$ cat config.mk
export PLATFORM = sky130hd
export DESIGN_NAME = gpdl_datapath
export DESIGN_NICKNAME = d
export VERILOG_FILES = /design/src/core/gpdl_pkg.sv /design/src/core/gpdl_datapath.sv
export VERILOG_INCLUDE_DIRS = /design/src /design/src/core
export SDC_FILE = /design/constraint.sdc
export NUM_CORES = 1
export LEC_CHECK = 0
export BUFFER_PORTS_ARGS = -buffer_cell sky130_fd_sc_hd__buf_2
export CAP_MARGIN = 20
export CORE_MARGIN = 1
export CORE_UTILIZATION = 63
export CTS_BUF_LIST = sky130_fd_sc_hd__clkbuf_4 sky130_fd_sc_hd__clkbuf_8
export DETAILED_ROUTE_END_ITERATION = 8
export MAX_ROUTING_LAYER = met4
export PLACE_DENSITY_LB_ADDON = 0.08
export SLEW_MARGIN = 20
export SYNTH_ARGS = -nofsm -noshare
export SYNTH_HDL_FRONTEND = slang
export SYNTH_SLANG_ARGS = --single-unit
$ cat constraint.sdc
create_clock -name clk_sys -period 5 [get_ports clk_sys]
set_input_delay 0 -clock clk_sys [delete_from_list [all_inputs] [get_ports clk_sys]]
set_output_delay 0 -clock clk_sys [all_outputs]
set_load 0.02 [all_outputs]
$ cat src/core/gpdl_defs.svh
/*
 * Constants for the gigabit PCS datapath latency block: clock rates,
 * pipeline depths and receive elastic buffer geometry.
 * Assumes inclusion by bare name from the datapath files.
 */
`ifndef GPDL_DEFS_SVH
`define GPDL_DEFS_SVH

// ==========================================================================
// Core clock rates
// ==========================================================================
`define GPDL_CORE_MHZ_1G         125.0
`define GPDL_CORE_MHZ_2G5        312.5
`define GPDL_LINE_MBPS_1G        1250.0
`define GPDL_LINE_MBPS_2G5       3125.0

// ==========================================================================
// Pipeline depths in core clock periods
// ==========================================================================
`define GPDL_TBI_TX_DEPTH        5
`define GPDL_TBI_RX_FIXED        16
`define GPDL_XCVR_TX_DEPTH       4
`define GPDL_XCVR_RX_DEPTH       6

// ==========================================================================
// Receive elastic buffer
// ==========================================================================
`define GPDL_EB_DEPTH            32
`define GPDL_EB_AW               5
`define GPDL_EB_HALF             6'h10
`define GPDL_EB_EMPTY            6'h00
`define GPDL_EB_ONE              6'h01
`define GPDL_EB_PTR_ONE          5'h01
`define GPDL_SYM_W               10
`define GPDL_IDLE_WORD           10'h000
`define GPDL_DV_BIT              8
`define GPDL_ER_BIT              9

`endif

$ cat src/core/gpdl_pkg.sv
/*
 * Types for the gigabit PCS datapath latency block.
 * Assumes nothing beyond a SystemVerilog compiler.
 */
package gpdl_pkg;

	// Line side variant in use
	typedef enum logic [1:0] {
		gpdl_line_tbi,
		gpdl_line_xcvr,
		gpdl_line_sgmii
	} gpdl_line_mode_type;

	// Receive elastic buffer regulation action
	typedef enum logic [1:0] {
		gpdl_eb_pass,
		gpdl_eb_insert,
		gpdl_eb_delete
	} gpdl_eb_action_type;

endpackage

$ cat src/core/gpdl_datapath.sv
/*
 * Gigabit PCS datapath with fixed transmit and receive pipeline depths
 * for the ten-bit interface variant and the 8-bit transceiver variant.
 * Assumes the line side inputs are synchronous to clk_sys, that the core
 * clock is 125 MHz (1 Gb/s) or 312.5 MHz (2.5 Gb/s), and that line coding
 * is done outside: the 10-bit word carries {er, dv, data}.
 */
`timescale 1ns/1ps
`default_nettype none
`include "gpdl_defs.svh"

module gpdl_datapath (
	// Clock and reset
	input  wire logic                        clk_sys,
	input  wire logic                        reset_n,
	// Configuration
	input  wire gpdl_pkg::gpdl_line_mode_type line_mode,
	input  wire logic                        rate_2g5,
	// GMII transmit from the MAC
	input  wire logic [7:0]                  gmii_txd,
	input  wire logic                        gmii_tx_en,
	input  wire logic                        gmii_tx_er,
	// GMII receive to the MAC
	output logic      [7:0]                  gmii_rxd,
	output logic                             gmii_rx_dv,
	output logic                             gmii_rx_er,
	// Ten-bit interface
	output logic      [9:0]                  tbi_tx_symbol,
	input  wire logic [9:0]                  tbi_rx_symbol_even,
	input  wire logic [9:0]                  tbi_rx_symbol_odd,
	// 8-bit transceiver interface
	output logic      [7:0]                  xcvr_txdata,
	input  wire logic [7:0]                  xcvr_rxdata,
	// Status
	output logic      [5:0]                  eb_occupancy,
	output logic                             tbi_active
);
	import gpdl_pkg::*;

	// ======================================================================
	// Variant selection
	// ======================================================================
	logic use_tbi;

	// TBI exists only at 1 Gb/s; SGMII falls to the transceiver path
	assign use_tbi    = (line_mode == gpdl_line_tbi) && !rate_2g5;
	assign tbi_active = use_tbi;

	// ======================================================================
	// Transmit pipelines
	// ======================================================================
	logic [9:0] tx_tbi_pipe      [`GPDL_TBI_TX_DEPTH];
	logic [9:0] next_tx_tbi_pipe [`GPDL_TBI_TX_DEPTH];
	logic [7:0] tx_xc_pipe       [`GPDL_XCVR_TX_DEPTH];
	logic [7:0] next_tx_xc_pipe  [`GPDL_XCVR_TX_DEPTH];

	// One stage per clock, a word accepted every cycle
	always_comb begin
		next_tx_tbi_pipe[0] = {gmii_tx_er, gmii_tx_en, gmii_txd};
		for (int i = 1; i < `GPDL_TBI_TX_DEPTH; i++) begin
			next_tx_tbi_pipe[i] = tx_tbi_pipe[i-1];
		end
		next_tx_xc_pipe[0] = gmii_txd;
		for (int i = 1; i < `GPDL_XCVR_TX_DEPTH; i++) begin
			next_tx_xc_pipe[i] = tx_xc_pipe[i-1];
		end
	end

	always_ff @(posedge clk_sys or negedge reset_n) begin
		if (!reset_n) begin
			for (int i = 0; i < `GPDL_TBI_TX_DEPTH; i++) begin
				tx_tbi_pipe[i] <= `GPDL_IDLE_WORD;
			end
			for (int i = 0; i < `GPDL_XCVR_TX_DEPTH; i++) begin
				tx_xc_pipe[i] <= 8'h00;
			end
		end else begin
			tx_tbi_pipe <= next_tx_tbi_pipe;
			tx_xc_pipe  <= next_tx_xc_pipe;
		end
	end

	// Last stages face the line side
	assign tbi_tx_symbol = tx_tbi_pipe[`GPDL_TBI_TX_DEPTH-1];
	assign xcvr_txdata   = tx_xc_pipe[`GPDL_XCVR_TX_DEPTH-1];

	// ======================================================================
	// Receive elastic buffer (TBI)
	// ======================================================================
	logic [9:0]  eb_mem [`GPDL_EB_DEPTH];
	logic [4:0]  wr_ptr, next_wr_ptr;
	logic [4:0]  rd_ptr, next_rd_ptr;
	logic [5:0]  occ, next_occ;
	logic        odd_sel, next_odd_sel;
	logic [9:0]  eb_out, next_eb_out;
	logic [9:0]  rx_word;
	logic        do_write, do_read;
	gpdl_eb_action_type action;

	// Words arrive alternately on the even and odd buses; the first edge
	// after reset or after entering the TBI path takes the even bus
	assign rx_word = odd_sel ? tbi_rx_symbol_odd : tbi_rx_symbol_even;

	// Regulation toward half full touches idle words only. An idle is
	// inserted only while the buffer is empty, the MAC side already sees one or the head is one,
	// so the fill after reset never splits a frame and does not stall on data
	always_comb begin
		action = gpdl_eb_pass;
		if (occ > `GPDL_EB_HALF && rx_word == `GPDL_IDLE_WORD) begin
			action = gpdl_eb_delete;
		end else if (occ < `GPDL_EB_HALF && (occ == `GPDL_EB_EMPTY ||
				eb_out == `GPDL_IDLE_WORD || eb_mem[rd_ptr] == `GPDL_IDLE_WORD)) begin
			action = gpdl_eb_insert;
		end
		do_write = use_tbi && (action != gpdl_eb_delete);
		do_read  = use_tbi && (action != gpdl_eb_insert) && (occ != `GPDL_EB_EMPTY);
	end

	// Pointer, occupancy and read data next values
	always_comb begin
		next_odd_sel = use_tbi ? !odd_sel : 1'b0;
		next_wr_ptr  = do_write ? wr_ptr + `GPDL_EB_PTR_ONE : wr_ptr;
		next_rd_ptr  = do_read ? rd_ptr + `GPDL_EB_PTR_ONE : rd_ptr;
		next_occ     = occ;
		if (do_write && !do_read) begin
			next_occ = occ + `GPDL_EB_ONE;
		end else if (!do_write && do_read) begin
			next_occ = occ - `GPDL_EB_ONE;
		end
		next_eb_out = do_read ? eb_mem[rd_ptr] : `GPDL_IDLE_WORD;
	end

	always_ff @(posedge clk_sys or negedge reset_n) begin
		if (!reset_n) begin
			wr_ptr  <= 5'h00;
			rd_ptr  <= 5'h00;
			occ     <= 6'h00;
			odd_sel <= 1'b0;
			eb_out  <= `GPDL_IDLE_WORD;
		end else begin
			wr_ptr  <= next_wr_ptr;
			rd_ptr  <= next_rd_ptr;
			occ     <= next_occ;
			odd_sel <= next_odd_sel;
			eb_out  <= next_eb_out;
		end
	end

	// Storage array, no reset needed: a word is read only after it is
	// written, and the empty test keeps stale entries out of the decisions
	always_ff @(posedge clk_sys) begin
		if (do_write) begin
			eb_mem[wr_ptr] <= rx_word;
		end
	end

	// Occupancy counts stored words; the read register is not among them
	assign eb_occupancy = occ;

	// ======================================================================
	// Receive pipelines
	// ======================================================================
	logic [9:0] rx_tbi_pipe      [`GPDL_TBI_RX_FIXED-2];
	logic [9:0] next_rx_tbi_pipe [`GPDL_TBI_RX_FIXED-2];
	logic [7:0] rx_xc_pipe       [`GPDL_XCVR_RX_DEPTH-1];
	logic [7:0] next_rx_xc_pipe  [`GPDL_XCVR_RX_DEPTH-1];
	logic [9:0] next_gmii_word;

	// Read register, these stages and the output register add 16 edges to
	// the write edge and the buffer wait: 15 periods plus the occupancy
	always_comb begin
		next_rx_tbi_pipe[0] = eb_out;
		for (int i = 1; i < `GPDL_TBI_RX_FIXED - 2; i++) begin
			next_rx_tbi_pipe[i] = rx_tbi_pipe[i-1];
		end
		next_rx_xc_pipe[0] = xcvr_rxdata;
		for (int i = 1; i < `GPDL_XCVR_RX_DEPTH - 1; i++) begin
			next_rx_xc_pipe[i] = rx_xc_pipe[i-1];
		end
		if (use_tbi) begin
			next_gmii_word = rx_tbi_pipe[`GPDL_TBI_RX_FIXED-3];
		end else begin
			next_gmii_word = {2'b01, rx_xc_pipe[`GPDL_XCVR_RX_DEPTH-2]};
		end
	end

	always_ff @(posedge clk_sys or negedge reset_n) begin
		if (!reset_n) begin
			for (int i = 0; i < `GPDL_TBI_RX_FIXED - 2; i++) begin
				rx_tbi_pipe[i] <= `GPDL_IDLE_WORD;
			end
			for (int i = 0; i < `GPDL_XCVR_RX_DEPTH - 1; i++) begin
				rx_xc_pipe[i] <= 8'h00;
			end
			gmii_rxd   <= 8'h00;
			gmii_rx_dv <= 1'b0;
			gmii_rx_er <= 1'b0;
		end else begin
			rx_tbi_pipe <= next_rx_tbi_pipe;
			rx_xc_pipe  <= next_rx_xc_pipe;
			gmii_rxd    <= next_gmii_word[7:0];
			gmii_rx_dv  <= next_gmii_word[`GPDL_DV_BIT];
			gmii_rx_er  <= next_gmii_word[`GPDL_ER_BIT];
		end
	end

endmodule

`default_nettype wire

# --- Word-level counts from Yosys, hierarchy flattened ---
# Memories as Yosys holds them, arrays and structs flattened.
# Cells that the tools add are included.
word_totals:
  n_memories: 1
  in_bits: 43
  ram_bits: 320
  word_cells: 76
  regBits: 299
  output_inout_bits: 35
memory_table:
  columns: ["name", "depth", "width", "rd", "rd_ports_with_merged_regs", "wr", "line", "source"]
  rows:
  - ["eb_mem", 32, 10, 1, 0, 1, "gpdl_datapath.sv:90", "logic [9:0] eb_mem [`GPDL_EB_DEPTH];"]
classes:
  add_sub_neg: 4
  n_reduce_logical: 21
  n_mux: 10
  order_cmp: 2
  eq_ne: 2
op_table:
  columns: ["cell", "count"]
  rows:
  - ["$logic_not 10->1", 3]
  - ["$mux 10", 3]
  - ["$mux 6", 2]
  - ["$add 5x1->5 const B", 2]
  - ["$logic_and 1x1->1", 8]
  - ["$add 6x1->6 const B", 1]
  - ["$gt 6x5->1 const B", 1]
  - ["$logic_not 6->1", 1]
  - ["$lt 6x5->1 const B", 1]
  - ["$reduce_bool 6->1", 1]
  - ["$sub 6x1->6 const B", 1]
  - ["$logic_not 1->1", 4]
  - ["$mux 1", 4]
  - ["$logic_not 2->1", 1]
  - ["$logic_or 1x1->1", 2]
  - ["$mux 2", 1]
  - ["$ne 2x1->1 const B", 1]
  - ["$ne 2x2->1 const B", 1]
  - ["$reduce_bool 2->1", 1]

# --- Depth between registers and ports, before layout ---
logic_depth:
  word_depth: 12
  depth_mapped: 20

# --- Worst setup path after synthesis ---
# No wires, ideal clock.
synth_path:
  path_kind: "reg-to-reg"
  startpoint: "register rd_ptr[0]"
  endpoint: "register occ[5], in the netlist eb_occupancy[5]"
  setup_time_ns: 0.132
  arrival_ns: 3.919
  setup_slack_ns: 0.950
  required_ns: 4.868
  stages_incl_launch_ff: 19
  cell_sequence: "dfrtp_1 > buf_6 > buf_2 > mux4_2 > o211ai_1 > o2111ai_1 > a221oi_1 > nand4_1 > o31ai_4 > ha_1 > inv_1 > ha_1 > a21o_1 > a21oi_1 > o21bai_1 > a21oi_1 > xnor2_1 > nor2_1 > xor2_1"
synth_via:
  elab_chain_cells: 12
synth_rtl:
  columns: ["item", "line", "source"]
  rows:
  - ["from (decl)", "gpdl_datapath.sv:92", "logic [4:0] rd_ptr, next_rd_ptr;"]
  - ["from (signal assigned)", "gpdl_datapath.sv:142", "rd_ptr <= next_rd_ptr;"]
  - ["$mem_v2 32x10 (*)", null, null]
  - ["$logic_not 10->1 (no source line) (*)", null, null]
  - ["$logic_or 1x1->1 (no source line) (*)", null, null]
  - ["$logic_and 1x1->1 (*)", "gpdl_datapath.sv:111", "end else if (occ < `GPDL_EB_HALF && (occ == `GPDL_EB_EMPTY ||"]
  - ["$mux 1 (*)", "gpdl_datapath.sv:111", null]
  - ["$mux 2 (*)", "gpdl_datapath.sv:109", "if (occ > `GPDL_EB_HALF && rx_word == `GPDL_IDLE_WORD) begin"]
  - ["$ne 2x1->1", "gpdl_datapath.sv:116", "do_read = use_tbi && (action != gpdl_eb_insert) && (occ != `GPDL_EB_EMPTY);"]
  - ["$logic_and 1x1->1 (2 in series)", "gpdl_datapath.sv:116", null]
  - ["$logic_not 1->1", "gpdl_datapath.sv:125", "if (do_write && !do_read) begin"]
  - ["$logic_and 1x1->1", "gpdl_datapath.sv:125", null]
  - ["$mux 6 or $reduce_bool 2->1 (tied branches)", null, null]
  - ["to (signal assigned)", "gpdl_datapath.sv:143", "occ <= next_occ;"]
  - ["to (decl)", "gpdl_datapath.sv:93", "logic [5:0] occ, next_occ;"]
# Mark *: on every way between the ends. The rest lies on a longest branch, timed or not.
# A chain may end at the register's enable or synchronous reset.

# --- Worst setup path in the final report ---
# Ends and elaborated chain as after synthesis.

==> results.toml <==
[clocking]
cts_tree = "done"
clk_latency_ns = 0.64
cts_made_buffers = 87
cts_root_buf = "clkbuf_8"
clk_pin_slew_worst_paths_ns = 0.06
cts-resized-gates = 0
cts_num_sinks = 587
h-tree-depth = 3
clk_path_buf_depth = 3

[sta]
slew_headroom_pct = 21.6
fin_worst_skew_ns = 0.0317
final.period_utilization_pct = 93.9
hold_viol_final = 0
fmax_mhz = 213
final-setup-viol-count = 0
drv_slew = 0
worst_slew_pin_slew_ns = 1.17
rsz0062_at_grt = "no"
period_minus_slack_ns = 4.70
tns_ns = 0

[flow_run]
cap_violations = 0

[floorplan]
die_width_microns = 180
start_util_pct = 64.7
num_rows = 64
die_y_microns = 180
num_io_pins = 78
die_area_sq_um = 32600
core_area_sq_um = 31000

[setup_path]
required_ns = 5.51
crit_fanout = 39
worst_setup_path_start_kind = "flop"
cp_data_arrival_time_ns = 5.21
critPathBufInv = 1
r2r_cells = 15
worstSetupEndpointType = "flop"
cp_num_cells = 15
critPathTopFamily = "compound AO/OA/AOI/OAI gates"
cp_slowest_stage_delay_ns = 0.91
critical-path-slowest-cell = "dfrtp_4"
criticalPathCategory = "reg2reg"
worstPathCellList = "mux4_2 -> a211oi_1 -> a22o_1 -> nand2_1 -> o31ai_4 -> ha_1 -> inv_1 -> ha_1 -> a21o_1 -> a21oi_1 -> o21bai_1 -> a21oi_1 -> xnor2_1 -> nor2_1 -> xor2_1"

[global_routing]
grt_pass1_wl_microns = 62700
grt_overflow = 0
antenna_found_initial = 0
grt.total_usage_pct = 27.5
grt_pass1_vias = 10400
grt_max_degree = 143

[finish]
synthToLayoutAreaGrowth_pct = 16.7
multi_input_area_sq_um = 3490
seq_area_sq_um = 16300
drive_above_1_share_pct = 29.4
fill_cells = 1711
fin_nets = 1269
diodes = 0

[outcome]
status = "finished clean"

[routing]
viasPerCell = 5.95
first_pass_iters = 5
drcViolationCount = 0
num_vias = 9977
wl_microns = 41200
drtAntennaViolNets = 0
drt_first_iter_violations = 1132
wl_per_cell_microns = 24.6

[pwr]
power_frac_comb_pct = 19.6
p_sw_mw = 3.44
sequentialPowerShare_pct = 47.6
p_sw_share_pct = 28.0
vdd_drop_max_v = 0.000333
power_per_cell_area_nw_per_um2 = 524
p_int_mw = 8.83
p_total_mw = 12.3
p_leak_nw = 9.30
clock_power_share_pct = 32.8

[logic_synthesis]
synth_nets = 1058
synthCells = 1004
synth.avg_cell_area_sq_um = 20.0
synthFlopType = "edfxtp_1"
synth-edff-count = 320
async_reset_ff_share_pct = 45.5
ys_warn_count = 0
yosysSeqAreaShare_pct = 81.2
netlist_area_sq_um = 20100
synth_cell_types = 56
ys_seq_elements = 587

[min_path]
min_path_cells = 2
hp-class = "in2reg"

[place]
gp_congestion = 0.955
dpl.hpwl_microns = 25000
io_buffers = 77
## registers in the layout, indices dropped and copies added (netlist names)
name              count
eb_mem              320
eb_occupancy          6
eb_out               10
gmii_rx_dv            1
gmii_rx_er            1
gmii_rxd              8
next_rx_tbi_pipe    130
next_rx_xc_pipe      32
next_tx_tbi_pipe     12
next_tx_xc_pipe      21
odd_sel               1
rd_ptr                5
rx_tbi_pipe          10
rx_xc_pipe            8
tbi_tx_symbol        10
wr_ptr                5
xcvr_txdata           7
## cells in the final DEF (no fill, tap or decap), types with 6 or more instances in the layout
| master | instances |
|---|---|
| inv_1 | 11 |
| xnor2_1 | 10 |
| clkbuf_4 | 32 |
| buf_4 | 50 |
| edfxtp_1 | 320 |
| mux2_2 | 26 |
| and3_1 | 6 |
| dfrtp_1 | 265 |
| nand3_1 | 10 |
| o21ai_0 | 12 |
| mux2i_1 | 40 |
| mux4_2 | 59 |
| o221ai_1 | 8 |
| dlygate4sd3_1 | 39 |
| clkinv_2 | 6 |
| nor2_1 | 45 |
| a221oi_1 | 7 |
| ha_1 | 10 |
| buf_2 | 76 |
| a21oi_1 | 14 |
| clkinv_1 | 6 |
| nor4_1 | 6 |
| nand2_1 | 33 |
| clkbuf_8 | 103 |
## cells in the mapped netlist, types with 11 or more instances
master | number | share of area [%]
a21oi_1 | 14 | 0.35
buf_2 | 15 | 0.37
clkbuf_1 | 16 | 0.30
dfrtp_1 | 267 | 33
edfxtp_1 | 320 | 48
inv_1 | 11 | 0.21
mux2_2 | 26 | 1.5
mux2i_1 | 40 | 2.0
mux4_2 | 59 | 6.6
nand2_1 | 33 | 0.62
nor2_1 | 48 | 0.90
o21ai_0 | 12 | 0.30
## layout make-up
cell class	instances	area share, %
well taps	396	2.12
inverters	13	0.208
repair buffers	168	5.13
clock inverters	19	0.925
multi-input cells	358	14.9
flip-flops and latches	587	69.6
clock buffers	135	7.08
## metal layers
| metal | share of wire (%) | vias up | global-route usage (%) |
|---|---|---|---|
| met4 | 4.0 | 0 | 12.9 |
| li1 | - | 4230 | - |
| met1 | 40 | 5163 | 36.9 |
| met5 | 0 | - | - |
| met2 | 48 | 472 | 41.2 |
| met3 | 7.4 | 112 | 5.46 |
## power groups by stage
stage / clock, mW / sequential, mW / combinational, mW
floorplan: 0 / 5.71 / 1.68
global placement: 0 / 5.92 / 2.32
CTS: 4.12 / 5.85 / 2.39
global route: 4.32 / 5.89 / 2.53
finish: 4.02 / 5.84 / 2.41
detailed placement: 0 / 5.94 / 2.35
## what timing repair did
action                    in CTS  in global routing
hold buffers                  39                  0
buffers inserted               0                  0
hold endpoints to repair     154                  0
## kinds of logic (layout without fill, tap and decap cells)
family / after synthesis / after routing / share of synthesized area (%)
AO/OA/AOI/OAI: 80 / 80 / 2.91
XOR/XNOR: 13 / 13 / 0.568
adder cells (fa/ha/maj): 11 / 11 / 0.724
buffers and inverters: 59 / 335 / 1.46
flip-flops: 587 / 587 / 81.2
multiplexers: 126 / 126 / 10.1
AND/OR/NAND/NOR: 128 / 128 / 2.99
## metrics by stage
step | area, sq um | util, % | cells | hold slack (ns) | setup WS (ns)
3_5_place_dp | 21100 | 68.2 | 1482 | 0.109 | 0.353
2_1_floorplan | 20100 | - | 1004 | -0.296 | 0.950
5_1_grt | 23400 | 75.5 | 1676 | 0.0314 | 0.0311
6_report | 23400 | 75.5 | 1676 | 0.0406 | 0.304
4_1_cts | 23400 | 75.5 | 1675 | 0.00217 | 0.324
3_3_place_gp | 21100 | 68.2 | 1482 | 0.108 | 0.402
## worst paths after layout
path | start | endpoint | slack [ns]
setup / recovery | rd_ptr[0] | eb_occupancy[5] | 0.30
hold / removal | gmii_txd[0] | next_tx_xc_pipe[16] | 0.04
setup reg to reg | rd_ptr[0] | eb_occupancy[5] | 0.30
hold reg to reg | next_rx_tbi_pipe[118] | next_rx_tbi_pipe[108] | 0.33
max in group asynchronous | reset_n | next_rx_tbi_pipe[59] | 3.67
min in group asynchronous | reset_n | tbi_tx_symbol[1] | 0.05
Power figures use the tool's default switching activity.
